$ cat src/irq_prio_pkg.sv
// Purpose: Constants for the interrupt priority and vector status block.
// Assumes: APB slave, 32-bit data, registers 16 bits wide in the low half of each word.
// Notes: The printed register numbers are kept as word indices; the byte address is four times the index.
// How it works
// - Each source has a three-bit priority field
// - A zero priority means the source is disabled
// - Priority fields reset to binary 100
// - Unimplemented bits read zero, ignore writes
// - Register 6: timer four, capture unit three
// - Register 7: serial two tx, rx, ext two
// - Register 9: timer three gate only
// - Register 12: sync two collision and event
// - Register 16: serial two and one errors
// - Register 18: voltage detect in bits 2-0
// - Status bit 15 shows a pending request blocked by the CPU level
// - Vector hold bit 13 writable, resets zero
// - Hold set: vector shows highest pending
// - Hold clear: vector shows last acknowledged
// - Bits 11-8 show new CPU level
// - Bits 6-0 hold vector minus eight
// - After reset every source sits at level 4
// - Trap levels 8-15 cannot be masked
package irq_prio_pkg;
    localparam int NUM_SRC = 12;
    localparam logic [2:0] PRIO_RESET = 3'h4;
    // Word indices of the registers
    localparam logic [4:0] IDX_PRIO_6 = 5'h06;
    localparam logic [4:0] IDX_PRIO_7 = 5'h07;
    localparam logic [4:0] IDX_PRIO_9 = 5'h09;
    localparam logic [4:0] IDX_PRIO_12 = 5'h0C;
    localparam logic [4:0] IDX_PRIO_16 = 5'h10;
    localparam logic [4:0] IDX_PRIO_18 = 5'h12;
    localparam logic [4:0] IDX_PRIO_20 = 5'h14;
    localparam logic [4:0] IDX_STATUS = 5'h15;
    // Source numbering, also the bit order of the flag and enable inputs
    localparam int SRC_TIMER_FOUR = 0;
    localparam int SRC_CAPCMP_THREE = 1;
    localparam int SRC_SERIAL_TWO_TX = 2;
    localparam int SRC_SERIAL_TWO_RX = 3;
    localparam int SRC_EXT_IRQ_TWO = 4;
    localparam int SRC_TIMER_THREE_GATE = 5;
    localparam int SRC_SYNC_TWO_COLLISION = 6;
    localparam int SRC_SYNC_TWO_EVENT = 7;
    localparam int SRC_SERIAL_TWO_ERR = 8;
    localparam int SRC_SERIAL_ONE_ERR = 9;
    localparam int SRC_VOLTAGE_DETECT = 10;
    localparam int SRC_LOW_POWER_WAKE = 11;
    // Bit position of the low bit of each field
    localparam int POS_HIGH = 12;
    localparam int POS_MID = 8;
    localparam int POS_LOW = 4;
    localparam int POS_BOTTOM = 0;
    // Status register fields
    localparam int STAT_REQ_BIT = 15;
    localparam int STAT_HOLD_BIT = 13;
    localparam int STAT_LEVEL_POS = 8;
    localparam logic [6:0] VEC_BASE = 7'h08;
    localparam logic [3:0] USER_MAX_LEVEL = 4'h7;
endpackage

$ cat src/irq_prio_ctrl.sv
// Purpose: Per-source priority registers and interrupt status for the CPU.
// Assumes: Flags and enables come from logic on the same clock; the CPU drives its level and ack.
// Notes: Register file sits on APB; unmapped addresses read zero and answer with PSLVERR.
`timescale 1ns/1ns
module irq_prio_ctrl
    import irq_prio_pkg::*;
#(
    parameter int VEC_W = 7,
    parameter logic [6:0] VEC_OFFSET = 7'h00
)
(
    input wire logic MCLK_IN,
    input wire logic RST_N_IN,
    input wire logic PSEL_IN,
    input wire logic PENABLE_IN,
    input wire logic PWRITE_IN,
    input wire logic [7:0] PADDR_IN,
    input wire logic [31:0] PWDATA_IN,
    input wire logic [3:0] PSTRB_IN,
    output logic [31:0] PRDATA_OUT,
    output logic PREADY_OUT,
    output logic PSLVERR_OUT,
    input wire logic [NUM_SRC-1:0] IRQ_FLAG_IN,
    input wire logic [NUM_SRC-1:0] IRQ_ENABLE_IN,
    input wire logic [3:0] CPU_LEVEL_IN,
    input wire logic TRAP_REQ_IN,
    input wire logic [3:0] TRAP_LEVEL_IN,
    input wire logic [6:0] TRAP_VEC_IN,
    input wire logic CPU_ACK_IN,
    output logic IRQ_REQ_OUT,
    output logic [6:0] IRQ_VEC_OUT,
    output logic [3:0] IRQ_LEVEL_OUT
);
    // Elaboration checks: the status vector field is fixed at seven bits
    if (VEC_W != 7)
    begin : gen_bad_vec_w
        $error("VEC_W must be 7");
    end
    // Every source vector must fit the seven-bit map without wrapping
    if (int'(VEC_OFFSET) + NUM_SRC > 128)
    begin : gen_bad_offset
        $error("VEC_OFFSET leaves no room for every source");
    end

    // Priority field per source; register binding is in the decode below
    logic [2:0] prio_q [NUM_SRC];
    logic [2:0] prio_d [NUM_SRC];
    logic hold_q, hold_d;
    logic [6:0] vec_q, vec_d;
    logic [3:0] level_q, level_d;
    logic req_q, req_d;
    logic [31:0] rdata_q, rdata_d;
    logic ready_q, ready_d;
    logic err_q, err_d;

    logic [4:0] idx;
    logic wr_lo, wr_hi, access, setup;
    logic [15:0] wsel;
    logic [3:0] best_lvl;
    logic [6:0] best_vec;
    logic best_any;
    logic [15:0] rd_word;
    logic mapped;
    logic addr_ok;
    logic [NUM_SRC-1:0] eligible;

    assign idx = PADDR_IN[6:2];
    assign setup = PSEL_IN && !PENABLE_IN;
    assign access = PSEL_IN && PENABLE_IN && ready_q;
    // Bit 7 set would alias the low map, so such addresses are refused like unaligned ones
    assign addr_ok = (PADDR_IN[1:0] == 2'h0) && !PADDR_IN[7];
    assign wr_lo = access && PWRITE_IN && PSTRB_IN[0] && addr_ok;
    assign wr_hi = access && PWRITE_IN && PSTRB_IN[1] && addr_ok;
    assign wsel = PWDATA_IN[15:0];

    // A zero field masks the source whatever its flag and enable say
    for (genvar g = 0; g < NUM_SRC; g++)
    begin : gen_eligible
        assign eligible[g] = IRQ_FLAG_IN[g] && IRQ_ENABLE_IN[g] && (prio_q[g] != 3'h0);
    end

    // Priority arbitration; a disabled field never wins
    always_comb
    begin
        best_lvl = 4'h0;
        best_vec = 7'h00;
        best_any = 1'b0;
        for (int i = 0; i < NUM_SRC; i++)
        begin
            // Strict compare: on a tie the lower source number keeps the win
            if (eligible[i] && {1'b0, prio_q[i]} > best_lvl)
            begin
                best_lvl = {1'b0, prio_q[i]};
                best_vec = VEC_OFFSET + 7'(i);
                best_any = 1'b1;
            end
        end
        if (TRAP_REQ_IN && TRAP_LEVEL_IN > USER_MAX_LEVEL && TRAP_LEVEL_IN > best_lvl)
        begin
            best_lvl = TRAP_LEVEL_IN;
            best_vec = TRAP_VEC_IN;
            best_any = 1'b1;
        end
    end

    // Field layout per register
    always_comb
    begin
        mapped = 1'b1;
        rd_word = 16'h0000;
        case (idx)
            IDX_PRIO_6:
            begin
                rd_word[POS_HIGH +: 3] = prio_q[SRC_TIMER_FOUR];
                rd_word[POS_LOW +: 3] = prio_q[SRC_CAPCMP_THREE];
            end
            IDX_PRIO_7:
            begin
                rd_word[POS_HIGH +: 3] = prio_q[SRC_SERIAL_TWO_TX];
                rd_word[POS_MID +: 3] = prio_q[SRC_SERIAL_TWO_RX];
                rd_word[POS_LOW +: 3] = prio_q[SRC_EXT_IRQ_TWO];
            end
            IDX_PRIO_9: rd_word[POS_LOW +: 3] = prio_q[SRC_TIMER_THREE_GATE];
            IDX_PRIO_12:
            begin
                rd_word[POS_MID +: 3] = prio_q[SRC_SYNC_TWO_COLLISION];
                rd_word[POS_LOW +: 3] = prio_q[SRC_SYNC_TWO_EVENT];
            end
            IDX_PRIO_16:
            begin
                rd_word[POS_MID +: 3] = prio_q[SRC_SERIAL_TWO_ERR];
                rd_word[POS_LOW +: 3] = prio_q[SRC_SERIAL_ONE_ERR];
            end
            IDX_PRIO_18: rd_word[POS_BOTTOM +: 3] = prio_q[SRC_VOLTAGE_DETECT];
            IDX_PRIO_20: rd_word[POS_BOTTOM +: 3] = prio_q[SRC_LOW_POWER_WAKE];
            IDX_STATUS:
            begin
                rd_word[STAT_REQ_BIT] = req_q;
                rd_word[STAT_HOLD_BIT] = hold_q;
                rd_word[STAT_LEVEL_POS +: 4] = level_q;
                rd_word[6:0] = vec_q;
            end
            default: mapped = 1'b0;
        endcase
    end

    // Register writes: only implemented bits are stored
    always_comb
    begin
        for (int i = 0; i < NUM_SRC; i++)
        begin
            prio_d[i] = prio_q[i];
        end
        hold_d = hold_q;
        if (wr_hi)
        begin
            case (idx)
                IDX_PRIO_6: prio_d[SRC_TIMER_FOUR] = wsel[POS_HIGH +: 3];
                IDX_PRIO_7:
                begin
                    prio_d[SRC_SERIAL_TWO_TX] = wsel[POS_HIGH +: 3];
                    prio_d[SRC_SERIAL_TWO_RX] = wsel[POS_MID +: 3];
                end
                IDX_PRIO_12: prio_d[SRC_SYNC_TWO_COLLISION] = wsel[POS_MID +: 3];
                IDX_PRIO_16: prio_d[SRC_SERIAL_TWO_ERR] = wsel[POS_MID +: 3];
                IDX_STATUS: hold_d = wsel[STAT_HOLD_BIT];
                default: hold_d = hold_q;
            endcase
        end
        if (wr_lo)
        begin
            case (idx)
                IDX_PRIO_6: prio_d[SRC_CAPCMP_THREE] = wsel[POS_LOW +: 3];
                IDX_PRIO_7: prio_d[SRC_EXT_IRQ_TWO] = wsel[POS_LOW +: 3];
                IDX_PRIO_9: prio_d[SRC_TIMER_THREE_GATE] = wsel[POS_LOW +: 3];
                IDX_PRIO_12: prio_d[SRC_SYNC_TWO_EVENT] = wsel[POS_LOW +: 3];
                IDX_PRIO_16: prio_d[SRC_SERIAL_ONE_ERR] = wsel[POS_LOW +: 3];
                IDX_PRIO_18: prio_d[SRC_VOLTAGE_DETECT] = wsel[POS_BOTTOM +: 3];
                IDX_PRIO_20: prio_d[SRC_LOW_POWER_WAKE] = wsel[POS_BOTTOM +: 3];
                default:
                begin
                end
            endcase
        end
    end

    // Status register contents: request, level and vector
    always_comb
    begin
        // Pending but blocked by the CPU level
        req_d = best_any && (best_lvl <= CPU_LEVEL_IN);
        level_d = level_q;
        vec_d = vec_q;
        if (hold_q)
        begin
            vec_d = best_any ? best_vec - VEC_BASE : vec_q;
        end
        if (CPU_ACK_IN && best_any && best_lvl > CPU_LEVEL_IN)
        begin
            level_d = best_lvl;
            if (!hold_q)
            begin
                vec_d = best_vec - VEC_BASE;
            end
        end
    end

    // APB: no wait state; ready and the read word are registered in the setup cycle
    always_comb
    begin
        ready_d = setup;
        rdata_d = rdata_q;
        err_d = 1'b0;
        if (setup)
        begin
            // Refused accesses read zero so software never sees an aliased word
            rdata_d = (PWRITE_IN || !addr_ok) ? 32'h0000_0000 : {16'h0000, rd_word};
            err_d = !mapped || !addr_ok;
        end
        else if (access)
        begin
            ready_d = 1'b0;
        end
    end

    always_ff @(posedge MCLK_IN or negedge RST_N_IN)
    begin
        if (!RST_N_IN)
        begin
            for (int i = 0; i < NUM_SRC; i++)
            begin
                prio_q[i] <= PRIO_RESET;
            end
            hold_q <= 1'b0;
            vec_q <= 7'h00;
            level_q <= 4'h0;
            req_q <= 1'b0;
            rdata_q <= 32'h0000_0000;
            ready_q <= 1'b0;
            err_q <= 1'b0;
        end
        else
        begin
            for (int i = 0; i < NUM_SRC; i++)
            begin
                prio_q[i] <= prio_d[i];
            end
            hold_q <= hold_d;
            vec_q <= vec_d;
            level_q <= level_d;
            req_q <= req_d;
            rdata_q <= rdata_d;
            ready_q <= ready_d;
            err_q <= err_d;
        end
    end

    // CPU-facing request: highest pending above the CPU level
    logic irq_q;
    logic [6:0] irq_vec_q;
    logic [3:0] irq_lvl_q;
    logic irq_d;
    logic [6:0] irq_vec_d;
    logic [3:0] irq_lvl_d;

    // Level and vector follow the winner every cycle so the CPU reads a settled pair
    always_comb
    begin
        irq_d = best_any && (best_lvl > CPU_LEVEL_IN);
        irq_vec_d = best_vec;
        irq_lvl_d = best_lvl;
    end

    always_ff @(posedge MCLK_IN or negedge RST_N_IN)
    begin
        if (!RST_N_IN)
        begin
            irq_q <= 1'b0;
            irq_vec_q <= 7'h00;
            irq_lvl_q <= 4'h0;
        end
        else
        begin
            irq_q <= irq_d;
            irq_vec_q <= irq_vec_d;
            irq_lvl_q <= irq_lvl_d;
        end
    end

    assign PRDATA_OUT = rdata_q;
    assign PREADY_OUT = ready_q;
    // Error is only loaded with ready, so the flop alone keeps the pair aligned
    assign PSLVERR_OUT = err_q;
    assign IRQ_REQ_OUT = irq_q;
    assign IRQ_VEC_OUT = irq_vec_q;
    assign IRQ_LEVEL_OUT = irq_lvl_q;
endmodule

$ cat config.mk
export PLATFORM = sky130hd
export DESIGN_NAME = irq_prio_ctrl
export DESIGN_NICKNAME = d
export VERILOG_FILES = /design/src/irq_prio_pkg.sv /design/src/irq_prio_ctrl.sv
export SDC_FILE = /design/constraint.sdc
export NUM_CORES = 1
export LEC_CHECK = 0
export ABC_AREA = 1
export BUFFER_PORTS_ARGS = -buffer_cell sky130_fd_sc_hd__buf_4
export CORE_MARGIN = 4
export CORE_UTILIZATION = 49
export CTS_CLUSTER_DIAMETER = 100
export DETAILED_ROUTE_END_ITERATION = 8
export PLACE_DENSITY_LB_ADDON = 0.25
export SLEW_MARGIN = 20
export SYNTH_ARGS = -nofsm -noshare
export SYNTH_HDL_FRONTEND = slang
export SYNTH_SLANG_ARGS = --single-unit
$ cat constraint.sdc
create_clock -name MCLK_IN -period 11.6 [get_ports MCLK_IN]
set_input_delay 3.48 -clock MCLK_IN [delete_from_list [all_inputs] [get_ports MCLK_IN]]
set_output_delay 3.48 -clock MCLK_IN [all_outputs]
set_load 0.01 [all_outputs]
# Yosys cells after proc, flatten, opt, wreduce, memory -nomap -nowiden
# Index checks and enable logic that the tools add are counted.
[totals]
regBits = 95
elab_cells = 185
in_bits = 90
output_inout_bits = 46
[op_classes]
addsub = 1
order_cmp = 16
muxes = 55
n_reduce_logical = 83
eq_ne = 8
[op_table]
columns = ["op", "n"]
rows = [
  ["$mux 7", 15],
  ["$logic_and 1x1->1", 51],
  ["$gt 3x4->1", 11],
  ["$mux 4", 11],
  ["$reduce_bool 3->1", 12],
  ["$reduce_and 2->1", 12],
  ["$eq 5x5->1 const B", 4],
  ["$mux 1", 20],
  ["$pmux 3 s6", 1],
  ["$mux 16", 1],
  ["$pmux 3 s4", 1],
  ["$eq 5x3->1 const B", 2],
  ["$eq 5x4->1 const B", 2],
  ["$pmux 3 s3", 1],
  ["$gt 4x4->1", 2],
  ["$reduce_or 8->1", 1],
  ["$sub 7x4->7 const B", 1],
  ["$mux 3", 2],
  ["$gt 4x3->1 const B", 1],
  ["$le 4x4->1", 1],
  ["$logic_not 1->1", 4],
  ["$pmux 1 s2", 2],
  ["$gt 3x1->1 const B", 1],
  ["$pmux 1 s3", 1],
  ["2 further kinds", 3],
]

# Depth between registers and ports, before layout
[depth]
word_depth = 45
depth_mapped = 117
depth_no_buf = 117

# Worst setup path before layout
# Ideal clock, no wire load.
[synth_timing]
kind = "input port to flip-flop"
start = "input port IRQ_FLAG_IN[0]"
end = "register vec_q[3]"
path_buffers = 1
path_slack_ns = -3.750
path_stages = 99
setup_time_ns = 0.074
arrival_ns = 15.276
required_ns = 11.526
path_cell_list = "nand2_1 > a31oi_1 > inv_1 > nor2_1 > ha_1 > nand3_1 > nand2_1 > nor2_4 > nand2_4 > o21ai_0 > ha_1 > nand3_1 > nand3_1 > nor2_1 > nand2_2 > inv_2 > nand2_1 > nand2_1 > (+63 left out) > nand2_1 > inv_1 > nand3_1 > nand2_1 > inv_2 > nand2_4 > nand2_1 > nand2_1 > o21ai_1 > ha_1 > nand2_1 > inv_1 > a32oi_1 > nand3_4 > nand2_2 > buf_6 > nand2_1 > o21ai_2"
[synth_between]
word_cells_on_any_way = 73
cone_classes = "add/sub (1); order compare (13); mux (42); reduce/logical (17)"
[synth_lines]
columns = ["item", "line_no", "source"]
rows = [
  ["start: declaration", "irq_prio_ctrl.sv:23", "input wire logic [NUM_SRC-1:0] IRQ_FLAG_IN,"],
  ["$logic_and 1x1->1 * (2 in a row)", "irq_prio_ctrl.sv:79", "assign eligible[g] = IRQ_FLAG_IN[g] && IRQ_ENABLE_IN[g] && (prio_q[g] != 3'h0);"],
  ["$logic_and 1x1->1 *", "irq_prio_ctrl.sv:91", "if (eligible[i] && {1'b0, prio_q[i]} > best_lvl)"],
  ["$mux 3 *", "irq_prio_ctrl.sv:91", ""],
  ["$gt 3x4->1", "irq_prio_ctrl.sv:91", ""],
  ["$logic_and 1x1->1", "irq_prio_ctrl.sv:91", ""],
  ["$mux 3 *", "irq_prio_ctrl.sv:91", ""],
  ["$gt 3x4->1", "irq_prio_ctrl.sv:91", ""],
  ["$logic_and 1x1->1", "irq_prio_ctrl.sv:91", ""],
  ["(+28 left out)", "n/a", ""],
  ["$gt 4x4->1", "irq_prio_ctrl.sv:98", "if (TRAP_REQ_IN && TRAP_LEVEL_IN > USER_MAX_LEVEL && TRAP_LEVEL_IN > best_lvl)"],
  ["$logic_and 1x1->1", "irq_prio_ctrl.sv:98", ""],
  ["$mux 4 *", "irq_prio_ctrl.sv:98", ""],
  ["net best_lvl[2]", "irq_prio_ctrl.sv:59", "logic [3:0] best_lvl;"],
  ["$gt 4x4->1 *", "irq_prio_ctrl.sv:198", "if (CPU_ACK_IN && best_any && best_lvl > CPU_LEVEL_IN)"],
  ["$logic_and 1x1->1 *", "irq_prio_ctrl.sv:198", ""],
  ["$mux 7 *", "irq_prio_ctrl.sv:198", ""],
  ["net vec_d[3]", "irq_prio_ctrl.sv:49", "logic [6:0] vec_q, vec_d;"],
  ["end signal: assignment", "irq_prio_ctrl.sv:249", "vec_q <= vec_d;"],
  ["end: declaration", "irq_prio_ctrl.sv:49", ""],
]
# The timed path passes the listed nets; every way through them passes the cells marked *.
# A chain may end at the register's enable or synchronous reset.

# Worst setup path after layout
[layout_timing]
start = "input port IRQ_FLAG_IN[0]"
end = "register vec_q[5]"
# The elaborated chain is that of the path after synthesis.

==> flow_summary_export.csv <==
group,metric,value,unit
outcome,status,"finished with violations",
outcome,violations,"setup timing",
routing,wl_per_cell,17.4,um
clock_network,clock-sinks,78,
clock_network,cts_buffers,9,
floorplan,coreArea,10500,um2
critical_path,start_kind,"input pin",
power_and_ir_drop,sw_frac_of_total,0.279,
critical_path,rrSetupSlack,-1.02,ns
critical_path,critPathMaxFanout,8,
power_and_ir_drop,intPower,409,uW
routing,drt_wl_total,18800,um
timing,slew_headroom,0.307,
synthesis,synthCells,707,
timing,final_hold_viol_count,0,
critical_path,cp.arrival,15.54,ns
worst_hold_path,hold_class,"reg2reg",
power_and_ir_drop,cellPowerDensity,69.9,nW/um2
critical_path,cp_slowest_stage_delay,0.32,ns
timing,finalCritPeriodShare,1.31,
synthesis,yosysUniqueCellTypes,50,
routing,drtIter0Drc,685,
synthesis,seq_area_frac_synth,0.370,
timing,grt_setup_unrepaired,"true",
power_and_ir_drop,p_leak,0.00398,uW
finish,area_delta_synth_final,52.7,%
finish,fin_nets,1065,
synthesis,syn_area,5310,um2
clock_network,clockBufferDepth,2,
power_and_ir_drop,clockPowerShare,0.350,
global_routing,grt_usage,0.258,
power_and_ir_drop,peakVddDrop,0.0000626,V
placed_design,post-place-cells,1014,
routing,via_per_inst,5.46,
synthesis,synthMostInstantiatedCell,"nand2_1",
timing,min_period,15.25,ns
placed_design,placed_cell_area,6830,um2
global_routing,grt_max_degree,79,
floorplan,io_pins,136,
placed_design,io_buffers,96,
finish,stdcell_area,8120,um2
placed_design,globalplace.congestion,0.960,
synthesis,yosys_warnings,0,
clock_network,cts_tree,"done",
finish,stdcell_count,1082,
floorplan,die_w,112,um
critical_path,end_kind,"flop",
placed_design,hpwl,12200,um
routing,ant_nets,0,
synthesis,synth_top_cell_by_area,"dfrtp_1",
timing,setup_ws,-3.65,ns
synthesis,synth_edf_count,0,
power_and_ir_drop,p_switching,159,uW
timing,clock.fmax,0.0656,GHz
critical_path,path_class,"in2reg",
global_routing,antenna_found_initial,0,
finish,antenna_cells,0,
floorplan,initial_utilization,0.508,
critical_path,critPathSlowestCell,"ha_1",
synthesis,synth_common_cells,"nand2_1 (191), inv_1 (111), dfrtp_1 (66), o21ai_0 (66), nand3_1 (44)",
critical_path,critPathRequiredTime,11.89,ns
timing,setup_viol_count_final,20,
clock_network,htree_levels,3,
power_and_ir_drop,seq_power_share,0.510,
synthesis,ys_dominant_reg_cell,"dfrtp_1",
synthesis,yosysTopAreaCellShare,0.311,
synthesis,ys_ff_latch,78,
floorplan,die_h,112,um
finish,drive_gt1_frac,0.461,
synthesis,synthTopCellsByArea,"dfrtp_1 (31%), nand2_1 (13%), ha_1 (8.0%)",
run,maxCapViolCount,0,
finish,fillers,704,
power_and_ir_drop,total_power,568,uW
global_routing,grt.overflow.total,0,
routing,vias,5907,
global_routing,grt_pass1_wl,26300,um
routing,drcViolationCount,0,
critical_path,worst_path_most_repeated_cell,"nand2_2",
floorplan,dieArea,12600,um2
placed_design,place_worst_setup_slack,-4.33,ns
clock_network,cts-root-buf,"clkbuf_8",
routing,firstDrtPassIters,8,
floorplan,rows,37,
clock_network,clk_latency,0.37,ns
timing,drv_slew,0,
global_routing,first_global_vias,5479,
synthesis,avgSynthCellArea,7.52,um2
timing,skew,0.0212,ns
timing,fin_tns_setup,-66.35,ns
clock_network,path_clk_slew,0.08,ns
timing,worstMarginPinSlew,1.04,ns
synthesis,synthArstFlopShare,1.00,
power_and_ir_drop,combPwrFrac,0.140,
-- final cells by class --
cell class | instances | area, um2 | share of cell area
Clock inverter | 3 | 20.0 | 0.00247
Tap cell | 136 | 170 | 0.0210
Timing Repair Buffer | 228 | 1790 | 0.220
Clock buffer | 13 | 159 | 0.0196
Sequential cell | 78 | 1970 | 0.242
Inverter | 123 | 472 | 0.0581
Multi-Input combinational cell | 501 | 3540 | 0.437
-- registers in the layout (all words and copies together), names as in the netlist --
signal         flops
IRQ_LEVEL_OUT      4
prio_q            36
level_q            4
hold_q             1
PREADY_OUT         1
IRQ_VEC_OUT        7
vec_q              7
IRQ_REQ_OUT        1
PRDATA_OUT        15
req_q              1
PSLVERR_OUT        1
-- path summary, 6_finish.rpt --
kind,from,to,cells past startpoint
max,IRQ_FLAG_IN[0],vec_q[5],102
min,PRDATA_OUT[10],PRDATA_OUT[10],2
max reg2reg,prio_q[35],vec_q[5],101
min reg2reg,PRDATA_OUT[10],PRDATA_OUT[10],2
max in group asynchronous,RST_N_IN,prio_q[20],2
min in group asynchronous,RST_N_IN,hold_q,1
-- layer usage --
metal | wire length, um | global-route usage
met1 | 7510 | 0.333
met2 | 9050 | 0.437
met3 | 1580 | 0.0507
met4 | 689 | 0.0825
met5 | 0 | 0
-- placed cells by master, fill, tap and decap left out, types with 3 or more instances in the layout --
| cell type | netlist | routed |
|---|---|---|
| ha_4 | 0 | 18 |
| clkinv_1 | 3 | 3 |
| o21ai_0 | 66 | 47 |
| nand2_4 | 7 | 22 |
| a21oi_1 | 13 | 8 |
| dfstp_2 | 12 | 12 |
| o21ai_2 | 2 | 12 |
| a21oi_2 | 2 | 7 |
| nand4_1 | 4 | 4 |
| buf_4 | 17 | 217 |
| inv_2 | 9 | 22 |
| nand2_2 | 14 | 43 |
| a221oi_1 | 5 | 5 |
| o21ai_4 | 0 | 8 |
| nand3_1 | 44 | 35 |
| nor3_1 | 5 | 5 |
| nor2_2 | 1 | 5 |
| o22ai_1 | 10 | 10 |
| nand3_2 | 11 | 20 |
| a32o_1 | 3 | 3 |
| inv_4 | 0 | 4 |
| ha_1 | 34 | 15 |
| o31ai_1 | 4 | 4 |
| nand2_1 | 191 | 145 |
| conb_1 | 1 | 17 |
| buf_6 | 1 | 7 |
| o21ai_1 | 5 | 6 |
| dfrtp_1 | 66 | 66 |
| nor2_4 | 2 | 5 |
| nor2_1 | 29 | 22 |
| clkbuf_8 | 0 | 11 |
| a31oi_1 | 7 | 6 |
| inv_1 | 111 | 94 |
| a22oi_1 | 3 | 3 |
-- critical path, delay by kind of cell --
| kind | cells | cell delay [ns] |
|---|---|---|
| AO/OA/AOI/OAI | 19 | 2.58 |
| adder cells (fa/ha/maj) | 12 | 3.38 |
| buffers and inverters | 21 | 1.62 |
| multiplexers | 1 | 0.27 |
| AND/OR/NAND/NOR | 49 | 4.15 |
-- per-stage QoR --
| step | utilization | hold slack [ns] |
|---|---|---|
| finish | 0.776 | 0.489 |
| detailed placement | 0.653 | 0.467 |
| floorplan | - | 0.439 |
| CTS | 0.722 | 0.493 |
| global placement | 0.653 | 0.461 |
| global route | 0.776 | 0.515 |
-- power groups by stage --
| stage | Sequential (uW) | Combinational (uW) | Clock [uW] |
|---|---|---|---|
| after global placement | 294 | 67.9 | 0 |
| after detailed placement | 294 | 69.6 | 0 |
| after global routing | 290 | 86.4 | 209 |
| after CTS | 289 | 73.4 | 198 |
| final | 289 | 79.5 | 199 |
| after floorplan | 294 | 32.9 | 0 |
-- logic make-up after synthesis --
| logic type | count (synthesis) | synth area share |
|---|---|---|
| and+or+nand+nor | 315 | 0.277 |
| buffers and inverters | 144 | 0.115 |
| AOI/OAI and AO/OA | 133 | 0.154 |
| DFF | 78 | 0.370 |
| adders and majority gates | 34 | 0.0801 |
| other | 1 | 0.000706 |
| xor gates and xnor gates | 1 | 0.00165 |
| muxes | 1 | 0.00188 |
-- repair_timing --
| item | 4_1_cts | 5_1_grt |
|---|---|---|
| pin swaps | 56 | 74 |
| hold buffers | 0 | 0 |
| gates resized for setup | 66 | 92 |
| setup endpoints to repair | 20 | 20 |
| buffers inserted | 39 | 14 |
No activity file was read; power rests on OpenSTA's default activity.
